===== src/acq_consts.svh =====
// Offsets, codes, reset values and timing counts of the acquisition run control
`ifndef ACQ_CONSTS_SVH
`define ACQ_CONSTS_SVH

// ----------------------------------------------------------------
// Register offsets
// ----------------------------------------------------------------
`define OFF_RUN_COMMAND      20'h00000
`define OFF_RUN_STATUS       20'h0000a
`define OFF_WAIT_TIMEOUT_MS  20'h480da
`define OFF_RECORD_LENGTH    20'h02710
`define OFF_POST_EVENT_COUNT 20'h02774
`define OFF_CHANNEL_ENABLE   20'h02800
`define OFF_SETTLE_CYCLES    20'h02804
`define OFF_RUN_RESULT       20'h02808

// ----------------------------------------------------------------
// Command and status codes
// ----------------------------------------------------------------
`define CMD_LAUNCH           32'h0000000a
`define CMD_LAUNCH_IRQ_WAIT  32'h0000000b
`define CMD_HALT             32'h00000014
`define ST_WAITING_TRIGGER   32'h00000000
`define ST_TRIGGERED         32'h0000000a
`define ST_STOPPED           32'h00000014

// ----------------------------------------------------------------
// Reset values and result bits
// ----------------------------------------------------------------
`define RST_RECORD_LENGTH    32'h00000400
`define RST_POST_EVENT_COUNT 32'h00000200
`define RST_CHANNEL_ENABLE   8'h01
`define RST_SETTLE_CYCLES    32'h00000000
`define RST_WAIT_TIMEOUT_MS  32'h00000000
`define RES_DONE_BIT         0
`define RES_TIMEOUT_BIT      1

// ----------------------------------------------------------------
// Timing
// ----------------------------------------------------------------
`define CLK_PERIOD_NS        40
`define MS_IN_NS             1000000
`define CYC_PER_MS           (`MS_IN_NS / `CLK_PERIOD_NS)

`endif


===== src/acq_pkg.sv =====
// Types shared by the acquisition run control
package acq_pkg;

    // ----------------------------------------------------------------
    // Run phases
    // ----------------------------------------------------------------
    typedef enum logic [5:0] {
        ph_idle    = 6'h01,
        ph_settle  = 6'h02,
        ph_prefill = 6'h04,
        ph_armed   = 6'h08,
        ph_post    = 6'h10,
        ph_finish  = 6'h20
    } phase_t;

endpackage


===== src/mem_lane_interleave.sv =====
// Interleaves up to four converter inputs into one memory channel ring
`timescale 1ns/1ps

module mem_lane_interleave (
    input  wire logic        sys_clk,
    input  wire logic        rstn,
    input  wire logic        clear,
    input  wire logic        rec_en,
    input  wire logic        sample_valid,
    input  wire logic [3:0]  lane_en,
    input  wire logic [63:0] lane_data,
    input  wire logic [31:0] ring_len,
    output logic             mem_we,
    output logic [31:0]      mem_addr,
    output logic [15:0]      mem_data
);

    logic [63:0] hold_q, hold_d;
    logic [3:0]  pend_q, pend_d;
    logic [31:0] ptr_q, ptr_d;
    logic        we_q, we_d;
    logic [31:0] addr_q, addr_d;
    logic [15:0] data_q, data_d;
    logic [2:0]  n_act;
    logic [31:0] limit;

    // ----------------------------------------------------------------
    // Ring size is per-input length times active inputs
    // ----------------------------------------------------------------
    always_comb begin
        n_act = 3'h0;
        for (int i = 0; i < 4; i++) begin
            n_act = n_act + {2'h0, lane_en[i]};
        end
        limit = 32'(ring_len * {29'h0, n_act});
    end

    // ----------------------------------------------------------------
    // Lowest pending input goes out first
    // ----------------------------------------------------------------
    always_comb begin
        hold_d = hold_q;
        pend_d = pend_q;
        ptr_d  = ptr_q;
        we_d   = 1'b0;
        addr_d = addr_q;
        data_d = data_q;
        // RULE_16 lowest input first
        if (pend_q != 4'h0) begin
            for (int k = 3; k >= 0; k--) begin
                if (pend_q[k]) begin
                    data_d = hold_q[k*16 +: 16];
                end
            end
            pend_d = pend_q & (pend_q - 4'h1);
            we_d   = 1'b1;
            addr_d = ptr_q;
            // RULE_17 circular ring wrap
            ptr_d  = (ptr_q + 32'h1 >= limit) ? 32'h0 : ptr_q + 32'h1;
        end
        // Samples faster than one per active input are dropped mid-burst
        if (rec_en && sample_valid && pend_d == 4'h0) begin
            hold_d = lane_data;
            pend_d = lane_en;
        end
        if (clear) begin
            pend_d = 4'h0;
            ptr_d  = 32'h0;
        end
    end

    always_ff @(posedge sys_clk or negedge rstn) begin
        if (!rstn) begin
            hold_q <= 64'h0;
            pend_q <= 4'h0;
            ptr_q  <= 32'h0;
            we_q   <= 1'b0;
            addr_q <= 32'h0;
            data_q <= 16'h0;
        end else begin
            hold_q <= hold_d;
            pend_q <= pend_d;
            ptr_q  <= ptr_d;
            we_q   <= we_d;
            addr_q <= addr_d;
            data_q <= data_d;
        end
    end

    assign mem_we   = we_q;
    assign mem_addr = addr_q;
    assign mem_data = data_q;

endmodule


===== src/acquisition_run_control.sv =====
// Run control, timeout and memory channel routing of the transient recorder
//
// Overview of operation
// RULE_01 - Launch code starts acquisition with current settings
// RULE_02 - Host programs setup; launch copies it inward (settle cycles are not copied: the settle phase reads settle_q live)
// RULE_03 - Relay boards wait settling interval before recording
// RULE_04 - Halt code ends any run immediately
// RULE_05 - Running acquisition needs no host help
// RULE_06 - Status is read-only, readable any time
// RULE_07 - Status 0 waiting, 10 triggered, 20 stopped
// RULE_08 - Completion enters stopped status by itself
// RULE_09 - Wait code starts run with completion interrupt
// RULE_10 - No trigger or clock means no completion
// RULE_11 - Host uses halt or timeout against hangs
// RULE_12 - Timeout in ms; zero waits forever
// RULE_13 - Expired timeout ends wait with error
// RULE_14 - Two memory channels, numbered 0 and 1
// RULE_15 - Inputs 0-3 to channel 0, 4-7 to 1
// RULE_16 - Shared channel interleaves round-robin, lowest first
// RULE_17 - Ring records until trigger, then post count
// RULE_18 - Pre count is length minus post count
// RULE_19 - Trigger disarmed until pre portion filled
// RULE_20 - Halt shows stopped; launch shows waiting again
// RULE_21 - Interrupt once per wait run, on stopping (a halt clears the wait and ends the run with no interrupt)
`timescale 1ns/1ps
`include "acq_consts.svh"

module acquisition_run_control #(
    parameter int unsigned CYC_PER_MS = `CYC_PER_MS
) (
    input  wire logic         sys_clk,
    input  wire logic         rstn,
    input  wire logic [19:0]  reg_addr,
    input  wire logic         reg_wr,
    input  wire logic         reg_rd,
    input  wire logic [31:0]  reg_wdata,
    output logic [31:0]       reg_rdata,
    input  wire logic         sample_valid,
    input  wire logic [127:0] adc_data,
    input  wire logic         trigger_in,
    input  wire logic         relays_fitted,
    output logic              mem0_we,
    output logic [31:0]       mem0_addr,
    output logic [15:0]       mem0_data,
    output logic              mem1_we,
    output logic [31:0]       mem1_addr,
    output logic [15:0]       mem1_data,
    output logic              recording,
    output logic              irq
);

    // ----------------------------------------------------------------
    // Register file
    // ----------------------------------------------------------------
    logic [31:0] cmd_q, cmd_d;
    logic [31:0] len_q, len_d;
    logic [31:0] post_q, post_d;
    logic [7:0]  chan_q, chan_d;
    logic [31:0] settle_q, settle_d;
    logic [31:0] tmo_q, tmo_d;
    logic [31:0] rdata_q, rdata_d;
    logic        wr_cmd, launch, launch_wait, halt;
    logic [31:0] status;
    logic [1:0]  result_q, result_d;

    assign wr_cmd      = reg_wr && reg_addr == `OFF_RUN_COMMAND;
    // RULE_01 launch decode
    assign launch      = wr_cmd && (reg_wdata == `CMD_LAUNCH || reg_wdata == `CMD_LAUNCH_IRQ_WAIT);
    // RULE_09 wait code decode
    assign launch_wait = wr_cmd && reg_wdata == `CMD_LAUNCH_IRQ_WAIT;
    assign halt        = wr_cmd && reg_wdata == `CMD_HALT;

    always_comb begin
        cmd_d    = cmd_q;
        len_d    = len_q;
        post_d   = post_q;
        chan_d   = chan_q;
        settle_d = settle_q;
        tmo_d    = tmo_q;
        if (reg_wr) begin
            case (reg_addr)
                `OFF_RUN_COMMAND:      cmd_d    = reg_wdata;
                `OFF_RECORD_LENGTH:    len_d    = reg_wdata;
                `OFF_POST_EVENT_COUNT: post_d   = reg_wdata;
                `OFF_CHANNEL_ENABLE:   chan_d   = reg_wdata[7:0];
                `OFF_SETTLE_CYCLES:    settle_d = reg_wdata;
                `OFF_WAIT_TIMEOUT_MS:  tmo_d    = reg_wdata;
                default:               cmd_d    = cmd_q;
            endcase
        end
        // RULE_06 status readable at any time
        rdata_d = 32'h0;
        if (reg_rd) begin
            case (reg_addr)
                `OFF_RUN_COMMAND:      rdata_d = cmd_q;
                `OFF_RUN_STATUS:       rdata_d = status;
                `OFF_RECORD_LENGTH:    rdata_d = len_q;
                `OFF_POST_EVENT_COUNT: rdata_d = post_q;
                `OFF_CHANNEL_ENABLE:   rdata_d = {24'h0, chan_q};
                `OFF_SETTLE_CYCLES:    rdata_d = settle_q;
                `OFF_WAIT_TIMEOUT_MS:  rdata_d = tmo_q;
                `OFF_RUN_RESULT:       rdata_d = {30'h0, result_q};
                default:               rdata_d = 32'h0;
            endcase
        end
    end

    always_ff @(posedge sys_clk or negedge rstn) begin
        if (!rstn) begin
            cmd_q    <= 32'h0;
            len_q    <= `RST_RECORD_LENGTH;
            post_q   <= `RST_POST_EVENT_COUNT;
            chan_q   <= `RST_CHANNEL_ENABLE;
            settle_q <= `RST_SETTLE_CYCLES;
            tmo_q    <= `RST_WAIT_TIMEOUT_MS;
            rdata_q  <= 32'h0;
        end else begin
            cmd_q    <= cmd_d;
            len_q    <= len_d;
            post_q   <= post_d;
            chan_q   <= chan_d;
            settle_q <= settle_d;
            tmo_q    <= tmo_d;
            rdata_q  <= rdata_d;
        end
    end

    // ----------------------------------------------------------------
    // Run sequencer
    // ----------------------------------------------------------------
    acq_pkg::phase_t state_q, state_d;
    logic [31:0] len_sh_q, len_sh_d;
    logic [31:0] pre_sh_q, pre_sh_d;
    logic [31:0] post_sh_q, post_sh_d;
    logic [7:0]  chan_sh_q, chan_sh_d;
    logic [31:0] tmo_sh_q, tmo_sh_d;
    logic [31:0] cnt_q, cnt_d;
    logic [31:0] pres_q, pres_d;
    logic [31:0] ms_q, ms_d;
    logic        wait_q, wait_d;
    logic        irq_q, irq_d;
    logic [31:0] pre_new;
    logic        done_evt, tmo_evt;

    // RULE_18 pre count from length and post count
    assign pre_new = (post_q >= len_q) ? 32'h0 : len_q - post_q;

    always_comb begin
        state_d   = state_q;
        len_sh_d  = len_sh_q;
        pre_sh_d  = pre_sh_q;
        post_sh_d = post_sh_q;
        chan_sh_d = chan_sh_q;
        tmo_sh_d  = tmo_sh_q;
        cnt_d     = cnt_q;
        pres_d    = pres_q;
        ms_d      = ms_q;
        wait_d    = wait_q;
        irq_d     = irq_q;
        result_d  = result_q;
        done_evt  = 1'b0;
        tmo_evt   = 1'b0;
        // RULE_05 phases advance on cycle counts, samples and trigger only
        case (state_q)
            acq_pkg::ph_idle: begin
                cnt_d = 32'h0;
            end
            // RULE_03 relay settling wait
            acq_pkg::ph_settle: begin
                if (cnt_q + 32'h1 >= settle_q) begin
                    cnt_d   = 32'h0;
                    state_d = (pre_sh_q == 32'h0) ? acq_pkg::ph_armed : acq_pkg::ph_prefill;
                end else begin
                    cnt_d = cnt_q + 32'h1;
                end
            end
            // RULE_19 fill pre portion unarmed
            acq_pkg::ph_prefill: begin
                if (sample_valid) begin
                    if (cnt_q + 32'h1 >= pre_sh_q) begin
                        cnt_d   = 32'h0;
                        state_d = acq_pkg::ph_armed;
                    end else begin
                        cnt_d = cnt_q + 32'h1;
                    end
                end
            end
            // RULE_10 without trigger the run never completes
            acq_pkg::ph_armed: begin
                if (trigger_in) begin
                    cnt_d   = 32'h0;
                    state_d = (post_sh_q == 32'h0) ? acq_pkg::ph_finish : acq_pkg::ph_post;
                end
            end
            // RULE_17 post count then finish
            acq_pkg::ph_post: begin
                if (sample_valid) begin
                    if (cnt_q + 32'h1 >= post_sh_q) begin
                        state_d = acq_pkg::ph_finish;
                    end else begin
                        cnt_d = cnt_q + 32'h1;
                    end
                end
            end
            // RULE_08 stop by itself on completion
            acq_pkg::ph_finish: begin
                done_evt = 1'b1;
                state_d  = acq_pkg::ph_idle;
                result_d[`RES_DONE_BIT] = 1'b1;
            end
            default: begin
                state_d = acq_pkg::ph_idle;
            end
        endcase
        // RULE_12 millisecond timeout, zero is unlimited
        if (wait_q && tmo_sh_q != 32'h0 && state_q != acq_pkg::ph_idle && state_q != acq_pkg::ph_finish) begin
            if (pres_q + 32'h1 >= CYC_PER_MS) begin
                pres_d = 32'h0;
                ms_d   = ms_q + 32'h1;
                // RULE_13 expiry ends wait with error
                if (ms_q + 32'h1 >= tmo_sh_q) begin
                    tmo_evt  = 1'b1;
                    state_d  = acq_pkg::ph_idle;
                    result_d = 2'b10;
                end
            end else begin
                pres_d = pres_q + 32'h1;
            end
        end
        // Any command write drops a pending interrupt
        if (wr_cmd) begin
            irq_d = 1'b0;
        end
        // RULE_21 one interrupt per wait run that completes or times out
        if (wait_q && (done_evt || tmo_evt)) begin
            irq_d = 1'b1;
        end
        // RULE_04 halt wins over every phase
        if (halt) begin
            state_d = acq_pkg::ph_idle;
            wait_d  = 1'b0;
        end
        if (launch) begin
            // RULE_02 copy setup on launch
            len_sh_d  = len_q;
            pre_sh_d  = pre_new;
            post_sh_d = post_q;
            chan_sh_d = chan_q;
            tmo_sh_d  = tmo_q;
            cnt_d     = 32'h0;
            pres_d    = 32'h0;
            ms_d      = 32'h0;
            wait_d    = launch_wait;
            result_d  = 2'b00;
            if (relays_fitted && settle_q != 32'h0) begin
                state_d = acq_pkg::ph_settle;
            end else if (pre_new == 32'h0) begin
                state_d = acq_pkg::ph_armed;
            end else begin
                state_d = acq_pkg::ph_prefill;
            end
        end
    end

    always_ff @(posedge sys_clk or negedge rstn) begin
        if (!rstn) begin
            state_q   <= acq_pkg::ph_idle;
            len_sh_q  <= `RST_RECORD_LENGTH;
            pre_sh_q  <= 32'h0;
            post_sh_q <= `RST_POST_EVENT_COUNT;
            chan_sh_q <= `RST_CHANNEL_ENABLE;
            tmo_sh_q  <= `RST_WAIT_TIMEOUT_MS;
            cnt_q     <= 32'h0;
            pres_q    <= 32'h0;
            ms_q      <= 32'h0;
            wait_q    <= 1'b0;
            irq_q     <= 1'b0;
            result_q  <= 2'b00;
        end else begin
            state_q   <= state_d;
            len_sh_q  <= len_sh_d;
            pre_sh_q  <= pre_sh_d;
            post_sh_q <= post_sh_d;
            chan_sh_q <= chan_sh_d;
            tmo_sh_q  <= tmo_sh_d;
            cnt_q     <= cnt_d;
            pres_q    <= pres_d;
            ms_q      <= ms_d;
            wait_q    <= wait_d;
            irq_q     <= irq_d;
            result_q  <= result_d;
        end
    end

    // RULE_07 status codes from phase
    // RULE_20 halt and launch show in status
    always_comb begin
        case (state_q)
            acq_pkg::ph_post:   status = `ST_TRIGGERED;
            acq_pkg::ph_finish: status = `ST_TRIGGERED;
            acq_pkg::ph_idle:   status = `ST_STOPPED;
            default:            status = `ST_WAITING_TRIGGER;
        endcase
    end

    assign reg_rdata = rdata_q;
    assign irq       = irq_q;
    assign recording = state_q == acq_pkg::ph_prefill || state_q == acq_pkg::ph_armed
                       || state_q == acq_pkg::ph_post;

    // ----------------------------------------------------------------
    // Memory channels
    // ----------------------------------------------------------------
    // RULE_14 two memory channels
    // RULE_15 inputs 0-3 and 4-7 split
    mem_lane_interleave u_mem0 (
        .sys_clk      (sys_clk),
        .rstn         (rstn),
        .clear        (launch),
        .rec_en       (recording),
        .sample_valid (sample_valid),
        .lane_en      (chan_sh_q[3:0]),
        .lane_data    (adc_data[63:0]),
        .ring_len     (len_sh_q),
        .mem_we       (mem0_we),
        .mem_addr     (mem0_addr),
        .mem_data     (mem0_data)
    );

    mem_lane_interleave u_mem1 (
        .sys_clk      (sys_clk),
        .rstn         (rstn),
        .clear        (launch),
        .rec_en       (recording),
        .sample_valid (sample_valid),
        .lane_en      (chan_sh_q[7:4]),
        .lane_data    (adc_data[127:64]),
        .ring_len     (len_sh_q),
        .mem_we       (mem1_we),
        .mem_addr     (mem1_addr),
        .mem_data     (mem1_data)
    );

    // ----------------------------------------------------------------
    // Assertions
    // ----------------------------------------------------------------
    property p_launch_runs;
        @(posedge sys_clk) disable iff (!rstn) launch |=> state_q != acq_pkg::ph_idle;
    endproperty
    a_launch_runs: assert property (p_launch_runs) else $error("launch did not start run"); // RULE_01

    property p_setup_copied;
        @(posedge sys_clk) disable iff (!rstn) launch |=> len_sh_q == $past(len_q) && post_sh_q == $past(post_q);
    endproperty
    a_setup_copied: assert property (p_setup_copied) else $error("setup not copied on launch"); // RULE_02

    property p_settle_first;
        @(posedge sys_clk) disable iff (!rstn)
            launch && relays_fitted && settle_q > 32'h1 |=> state_q == acq_pkg::ph_settle [*2];
    endproperty
    a_settle_first: assert property (p_settle_first) else $error("settling wait skipped"); // RULE_03

    property p_halt_stops;
        @(posedge sys_clk) disable iff (!rstn) halt |=> status == `ST_STOPPED && !recording;
    endproperty
    a_halt_stops: assert property (p_halt_stops) else $error("halt did not stop run"); // RULE_04

    property p_read_status;
        @(posedge sys_clk) disable iff (!rstn)
            reg_rd && reg_addr == `OFF_RUN_STATUS |=> reg_rdata == $past(status);
    endproperty
    a_read_status: assert property (p_read_status) else $error("status read wrong"); // RULE_06

    property p_post_status;
        @(posedge sys_clk) disable iff (!rstn) state_q == acq_pkg::ph_post |-> status == `ST_TRIGGERED;
    endproperty
    a_post_status: assert property (p_post_status) else $error("triggered status wrong"); // RULE_07

    property p_self_stop;
        @(posedge sys_clk) disable iff (!rstn)
            state_q == acq_pkg::ph_post && sample_valid && cnt_q + 32'h1 >= post_sh_q && !wr_cmd
            ##1 !wr_cmd |=> status == `ST_STOPPED;
    endproperty
    a_self_stop: assert property (p_self_stop) else $error("run did not stop by itself"); // RULE_08

    property p_disarmed;
        @(posedge sys_clk) disable iff (!rstn)
            state_q == acq_pkg::ph_prefill && cnt_q + 32'h1 < pre_sh_q && !launch |=> state_q != acq_pkg::ph_post;
    endproperty
    a_disarmed: assert property (p_disarmed) else $error("trigger armed during prefill"); // RULE_19

    property p_irq_wait_only;
        @(posedge sys_clk) disable iff (!rstn) $rose(irq_q) |-> $past(wait_q)
            && ($past(done_evt) || $past(tmo_evt)) && ($past(launch) || status == `ST_STOPPED);
    endproperty
    a_irq_wait_only: assert property (p_irq_wait_only) else $error("interrupt outside wait run"); // RULE_21

    property p_timeout_error;
        @(posedge sys_clk) disable iff (!rstn) tmo_evt && !wr_cmd |=> result_q == 2'b10 && irq_q;
    endproperty
    a_timeout_error: assert property (p_timeout_error) else $error("timeout gave no error"); // RULE_13

    c_completion: cover property (@(posedge sys_clk) disable iff (!rstn) done_evt);
    c_timeout:    cover property (@(posedge sys_clk) disable iff (!rstn) tmo_evt);
    c_halt_post:  cover property (@(posedge sys_clk) disable iff (!rstn) halt && state_q == acq_pkg::ph_post);

endmodule


===== config.mk =====
export PLATFORM = sky130hd
export DESIGN_NAME = acquisition_run_control
export DESIGN_NICKNAME = d
export VERILOG_FILES = /design/src/acq_pkg.sv /design/src/mem_lane_interleave.sv /design/src/acquisition_run_control.sv
export VERILOG_INCLUDE_DIRS = /design/src
export SDC_FILE = /design/constraint.sdc
export NUM_CORES = 2
export LEC_CHECK = 0
export BUFFER_PORTS_ARGS = -buffer_cell sky130_fd_sc_hd__clkbuf_2
export CORE_MARGIN = 2
export CORE_UTILIZATION = 26
export CTS_CLUSTER_SIZE = 40
export DETAILED_ROUTE_END_ITERATION = 7
export HOLD_SLACK_MARGIN = 0.06
export PLACE_DENSITY = 0.49
export SYNTH_ARGS = -nofsm -noshare
export SYNTH_HDL_FRONTEND = slang
export SYNTH_SLANG_ARGS = --single-unit

===== constraint.sdc =====
create_clock -name sys_clk -period 6 [get_ports sys_clk]
set_clock_uncertainty 0.05 [all_clocks]
set_input_delay 0.3 -clock sys_clk [delete_from_list [all_inputs] [get_ports sys_clk]]
set_output_delay 0.3 -clock sys_clk [all_outputs]
set_load 0.03 [all_outputs]

Word-level counts from Yosys, hierarchy flattened
Cells that the tools add are included.
{"block": "word_totals", "input_bits": 187, "regBits": 740, "word_cells": 193}
{"block": "classes", "muxes": 69, "bitwise_logic": 2, "reduce_logical": 44, "n_mul": 2, "add_sub_neg": 14, "magnitude_cmp": 8, "n_eq_ne": 22}
{"operator": "$mux W32", "count": 21}
{"operator": "$pmux W32 S8", "count": 1}
{"operator": "$ge A32 B32 Y1", "count": 7}
{"operator": "$add A32 B1 Y32 const B", "count": 5}
{"operator": "$pmux W32 S5", "count": 1}
{"operator": "$mux W16", "count": 8}
{"operator": "$eq A20 B14 Y1 const B", "count": 5}
{"operator": "$logic_not A32 Y1", "count": 3}
{"operator": "$mux W6", "count": 12}
{"operator": "$eq A32 B4 Y1 const B", "count": 2}
{"operator": "$mul A32 B3 Y32", "count": 2}
{"operator": "$reduce_bool A32 Y1", "count": 2}
{"operator": "$mux W4", "count": 9}
{"operator": "$eq A32 B5 Y1 const B", "count": 1}
{"operator": "$ge A32 B15 Y1 const B", "count": 1}
{"operator": "$sub A32 B32 Y32", "count": 1}
{"operator": "$pmux W6 S5", "count": 1}
{"operator": "$eq A20 B19 Y1 const B", "count": 1}
{"operator": "$eq A20 B4 Y1 const B", "count": 1}
{"operator": "$logic_not A20 Y1", "count": 1}
{"operator": "$reduce_and A2 Y1", "count": 7}
{"operator": "$reduce_bool A2 Y1", "count": 7}
{"operator": "$add A3 B1 Y3", "count": 4}
{"operator": "$logic_and A1 B1 Y1", "count": 12}
{"operator": "22 further kinds", "count": 46}

Logic depth before layout (Yosys ltp)
{"block": "logic_depth", "word_depth": 10, "depth_mapped": 31, "mapped_depth_nobuf": 28}

By module
Synthesis repeated with hierarchy kept, for this count alone.
{"block": "unflattened", "cells_unflattened": 5011, "hier_area_um2": 45384.8}
{"mod": "acquisition_run_control", "seq_area_each_um2": 11069.4, "cells_per_inst": 2576, "instances": 1, "area_each_um2": 24958.9}
{"mod": "mem_lane_interleave (u_mem1)", "seq_area_each_um2": 3728.6, "cells_per_inst": 1223, "instances": 1, "area_each_um2": 10301.1}
{"mod": "mem_lane_interleave (u_mem0)", "seq_area_each_um2": 3728.6, "cells_per_inst": 1212, "instances": 1, "area_each_um2": 10124.7}

Worst setup path after synthesis
OpenSTA, ideal clock, no wires.
{"block": "synth_path", "kind": "register -> register", "start": "register chan_sh_q[5]", "end": "register u_mem1.ptr_q[0]", "arrival_ns": 6.394, "setup_slack_ns": -0.539, "setup_ns": 0.094, "path_stages_with_launch": 31, "path_cell_list": "dfrtp_1 ha_1 inv_1 fa_1 inv_1 ha_1 clkbuf_1 nand2_1 fa_1 inv_1 ha_1 fa_1 a21o_1 a21oi_1 o32a_1 a311oi_1 a211oi_1 a21oi_1 a41o_1 o31a_1 a21boi_0 xor2_1 ha_1 a21oi_1 o21ai_0 a41oi_1 a21o_1 clkbuf_1 buf_1 nor2_1 a211oi_1"}
{"block": "synth_between", "elab_chain_len": 8}
{"item": "start: declaration", "line_no": "acquisition_run_control.sv:135", "source": "logic [7:0] chan_sh_q, chan_sh_d;"}
{"item": "start signal: assignment", "line_no": "acquisition_run_control.sv:271", "source": "chan_sh_q <= `RST_CHANNEL_ENABLE;"}
{"item": "start signal: assignment", "line_no": "acquisition_run_control.sv:284", "source": "chan_sh_q <= chan_sh_d;"}
{"item": "$add A1 B1 Y2", "line_no": "mem_lane_interleave.sv:33", "source": "n_act = n_act + {2'h0, lane_en[i]};"}
{"item": "$add A3 B1 Y3 (2 in a row)", "line_no": "mem_lane_interleave.sv:33"}
{"item": "$mul A32 B3 Y32", "line_no": "mem_lane_interleave.sv:35", "source": "limit = 32'(ring_len * {29'h0, n_act});"}
{"item": "$ge A32 B32 Y1", "line_no": "mem_lane_interleave.sv:59", "source": "ptr_d = (ptr_q + 32'h1 >= limit) ? 32'h0 : ptr_q + 32'h1;"}
{"item": "$mux W32", "line_no": "mem_lane_interleave.sv:59"}
{"item": "$mux W32", "line_no": "mem_lane_interleave.sv:49", "source": "if (pend_q != 4'h0) begin"}
{"item": "$mux W32", "line_no": "mem_lane_interleave.sv:66", "source": "if (clear) begin"}
{"item": "end signal: assignment", "line_no": "mem_lane_interleave.sv:83", "source": "ptr_q <= ptr_d;"}
{"item": "end: declaration", "line_no": "mem_lane_interleave.sv:20", "source": "logic [31:0] ptr_q, ptr_d;"}
No other way between the ends. The select of a mux whose other input is x is not followed.
A chain may end at the register's enable or synchronous reset.

Final worst setup path
{"block": "layout_path", "start": "register chan_sh_q[5]", "end": "register u_mem1.ptr_q[29]"}
Same word-level chain as after synthesis.

==> impl_metrics.env <==
export IMPL_status="finished, violations left"
export IMPL_violations="negative setup slack"
export IMPL_root_buffer="clkbuf_16"
export IMPL_areaGrowthSynthToFinish_pct=24.0
export IMPL_ant_nets=0
export IMPL_first_iter_violations=2967
export IMPL_fmax_mhz=163
export IMPL_wl_per_cell_um=18.4
export IMPL_hold_class="primary input to asynchronous set/reset pin"
export IMPL_grt_antenna_before_repair=6
export IMPL_core_area_um2=174000
export IMPL_layout_worst_path_cycle_share=1.02
export IMPL_syn_area_per_cell_um2=8.83
export IMPL_ios=319
export IMPL_worst_setup_path_start_kind="flop"
export IMPL_synth_edf_count=0
export IMPL_drv_slew=0
export IMPL_post_dp_hpwl_um=109000
export IMPL_cp_common_cell="buf_6"
export IMPL_fin_nets=6240
export IMPL_cp_max_fo=7
export IMPL_finalWorstSetupSlack_ps=-138
export IMPL_grt_overflow=0
export IMPL_grt_setup_unrepaired="true"
export IMPL_first_pass_iters=6
export IMPL_async_flop_share=1.00
export IMPL_end_kind="flop"
export IMPL_grt_pass1_wl_um=232000
export IMPL_yosysWarnings=0
export IMPL_vias_per_cell=4.83
export IMPL_ys_types=88
export IMPL_cp_required_ps=6540
export IMPL_instances_no_fill=8103
export IMPL_tightest_slew_ps=1270
export IMPL_die_x_um=422
export IMPL_cts_made_buffers=92
export IMPL_hold_ws_ps=142
export IMPL_synth_seq_area_share=0.407
export IMPL_cts_max_path_buffers=3
export IMPL_drc=0
export IMPL_gp_congestion=0.866
export IMPL_die_h_um=422
export IMPL_critical_path_slowest_cell="fa_1"
export IMPL_leakage_nw=28.0
export IMPL_track_usage=0.164
export IMPL_worstPathArrival_ps=6670
export IMPL_cap_violations=0
export IMPL_dp_slack_ps=-260
export IMPL_grt_max_degree=173
export IMPL_final_area_um2=56500
export IMPL_cts_htree_levels=3
export IMPL_post_route_min_period_ps=6140
export IMPL_finalSetupViolations=34
export IMPL_dpl_cell_area_um2=50700
export IMPL_reg_largest_list="u_mem0.hold_q (64), u_mem1.hold_q (64)"
export IMPL_vias=39100
export IMPL_critPathKind="flop to flop"
export IMPL_cts_tree="done"
export IMPL_hold_viol=0
export IMPL_synth_cell_area_um2=45500
export IMPL_relSlewSlack=0.148
export IMPL_start_util=0.262
export IMPL_io_buffer_count=318
export IMPL_place_inst=7734
export IMPL_synth_ff_latch_count=740
export IMPL_dieArea_um2=179000
export IMPL_drive_above_1_share=0.174
export IMPL_std_cell_rows=153
export IMPL_first_global_vias=38700
export IMPL_max_stage_delay_ps=550
export IMPL_clk_pin_slew_worst_paths_ps=60
export IMPL_p_per_area_nw_per_um2=195
export IMPL_postSynthNetCount=5701
export IMPL_clk_latency_ps=710
export IMPL_wl_um=149000
export IMPL_netlist_instances=5157
export IMPL_synthFlopType="dfrtp_1"
export IMPL_ir_drop_mv=0.196
export IMPL_clock_sinks=740
-- area by class of cell --
cell class / count / area, um^2
timing repair buffer: 689 / 5270
sequential: 740 / 18500
inverter: 327 / 1230
fill: 18200 / 118000
antenna: 6 / 15.0
clock inverter: 30 / 318
clock buffer: 140 / 2790
multi-input combinational: 3846 / 25400
tap: 2325 / 2910
-- metal layers --
| metal | track usage | share of wire |
|---|---|---|
| met1 | 0.238 | 0.49 |
| met5 | 0 | 0 |
| met3 | 0.0229 | 0.044 |
| met2 | 0.255 | 0.44 |
| met4 | 0.0405 | 0.023 |
-- kinds of logic (layout without fill, tap and decap cells) --
| group | count (synthesis) | after routing | share of synthesized area |
|---|---|---|---|
| other | 0 | 6 | 0 |
| AND/OR/NAND/NOR | 2105 | 2105 | 0.208 |
| XOR/XNOR | 229 | 229 | 0.0440 |
| AO/OA/AOI/OAI | 947 | 947 | 0.134 |
| buffers and inverters | 571 | 1186 | 0.0484 |
| adder cells (fa/ha/maj) | 359 | 359 | 0.109 |
| multiplexers | 206 | 206 | 0.0500 |
| flip-flops | 740 | 740 | 0.407 |
-- metrics by stage --
step | power, W | util | setup TNS [ps]
after floorplan | 0.00509 | - | -10.4
after global placement | 0.00531 | 0.291 | -6870
after detailed placement | 0.00531 | 0.291 | -8490
after CTS | 0.0112 | 0.322 | -655
after global routing | 0.0114 | 0.325 | -19150
final | 0.0110 | 0.325 | -2870
-- path summary, 6_finish.rpt --
kind	slack [ps]	end	cells after the start	startpoint
max	-140	u_mem1.ptr_q[29]$_DFFE_PN0P_	28	chan_sh_q[5]$_DFFE_PN0P_
min	140	u_mem1.hold_q[42]$_DFFE_PN0P_	2	rstn
max reg2reg	-140	u_mem1.ptr_q[29]$_DFFE_PN0P_	28	chan_sh_q[5]$_DFFE_PN0P_
min reg2reg	410	u_mem1.mem_addr[26]$_DFFE_PN0N_	2	u_mem1.mem_addr[26]$_DFFE_PN0N_
max in group asynchronous	4180	len_q[31]$_DFFE_PN0P_	3	rstn
min in group sys_clk	160	state_q[4]$_DFF_PN0_	4	sample_valid
-- what timing repair did --
| item | 4_1_cts | 5_1_grt |
|---|---|---|
| setup endpoints to repair | 64 | 64 |
| resized for setup | 87 | 71 |
| hold buffers | 163 | 0 |
| pin swaps | 38 | 53 |
| setup buffers | 13 | 7 |
| endpoints found under the hold margin | 370 | 0 |
| gates cloned | 6 | 4 |
-- cell usage after synthesis, types with 35 or more instances --
master / instances / area share
o21ai_0: 241 / 0.026
nor2b_1: 48 / 0.0066
nand4_1: 77 / 0.011
nor4_1: 59 / 0.0081
a21oi_1: 240 / 0.026
and3_1: 53 / 0.0073
inv_1: 323 / 0.027
nand3_1: 123 / 0.014
nand2_1: 1171 / 0.097
clkbuf_1: 174 / 0.014
nor2_1: 281 / 0.023
a21o_1: 92 / 0.015
nor3_1: 60 / 0.0066
ha_1: 294 / 0.081
mux2_2: 170 / 0.042
xor2_1: 103 / 0.020
mux2i_1: 36 / 0.0079
nand2b_1: 90 / 0.012
a22oi_1: 39 / 0.0064
fa_1: 63 / 0.028
xnor2_1: 126 / 0.024
a31oi_1: 72 / 0.0099
or3_1: 36 / 0.0049
dfrtp_1: 733 / 0.40
and2_1: 35 / 0.0048
-- where the power goes --
part	internal (W)	switching [W]
logic	0.000125	0.000179
clock network	0.00334	0.00236
registers	0.00499	0.0000000462
-- placed cells by master (no fill, tap or decap), drive strengths merged, types with 170 or more instances in the layout --
master,n
mux2,170
a21oi,240
o21ai,244
dfrtp,733
nand2,1171
buf,206
inv,330
nor2,281
clkbuf,460
ha,294
-- worst max-delay path: cells and delay by family, from the launching register on --
| kind | cells | cell delay [ps] |
|---|---|---|
| buf+inv | 7 | 790 |
| fa+ha+maj | 5 | 1840 |
| compound gates | 10 | 1980 |
| flops | 1 | 410 |
| simple gates | 5 | 740 |
| xor+xnor | 1 | 170 |
No activity file was read; power rests on OpenSTA's default activity.
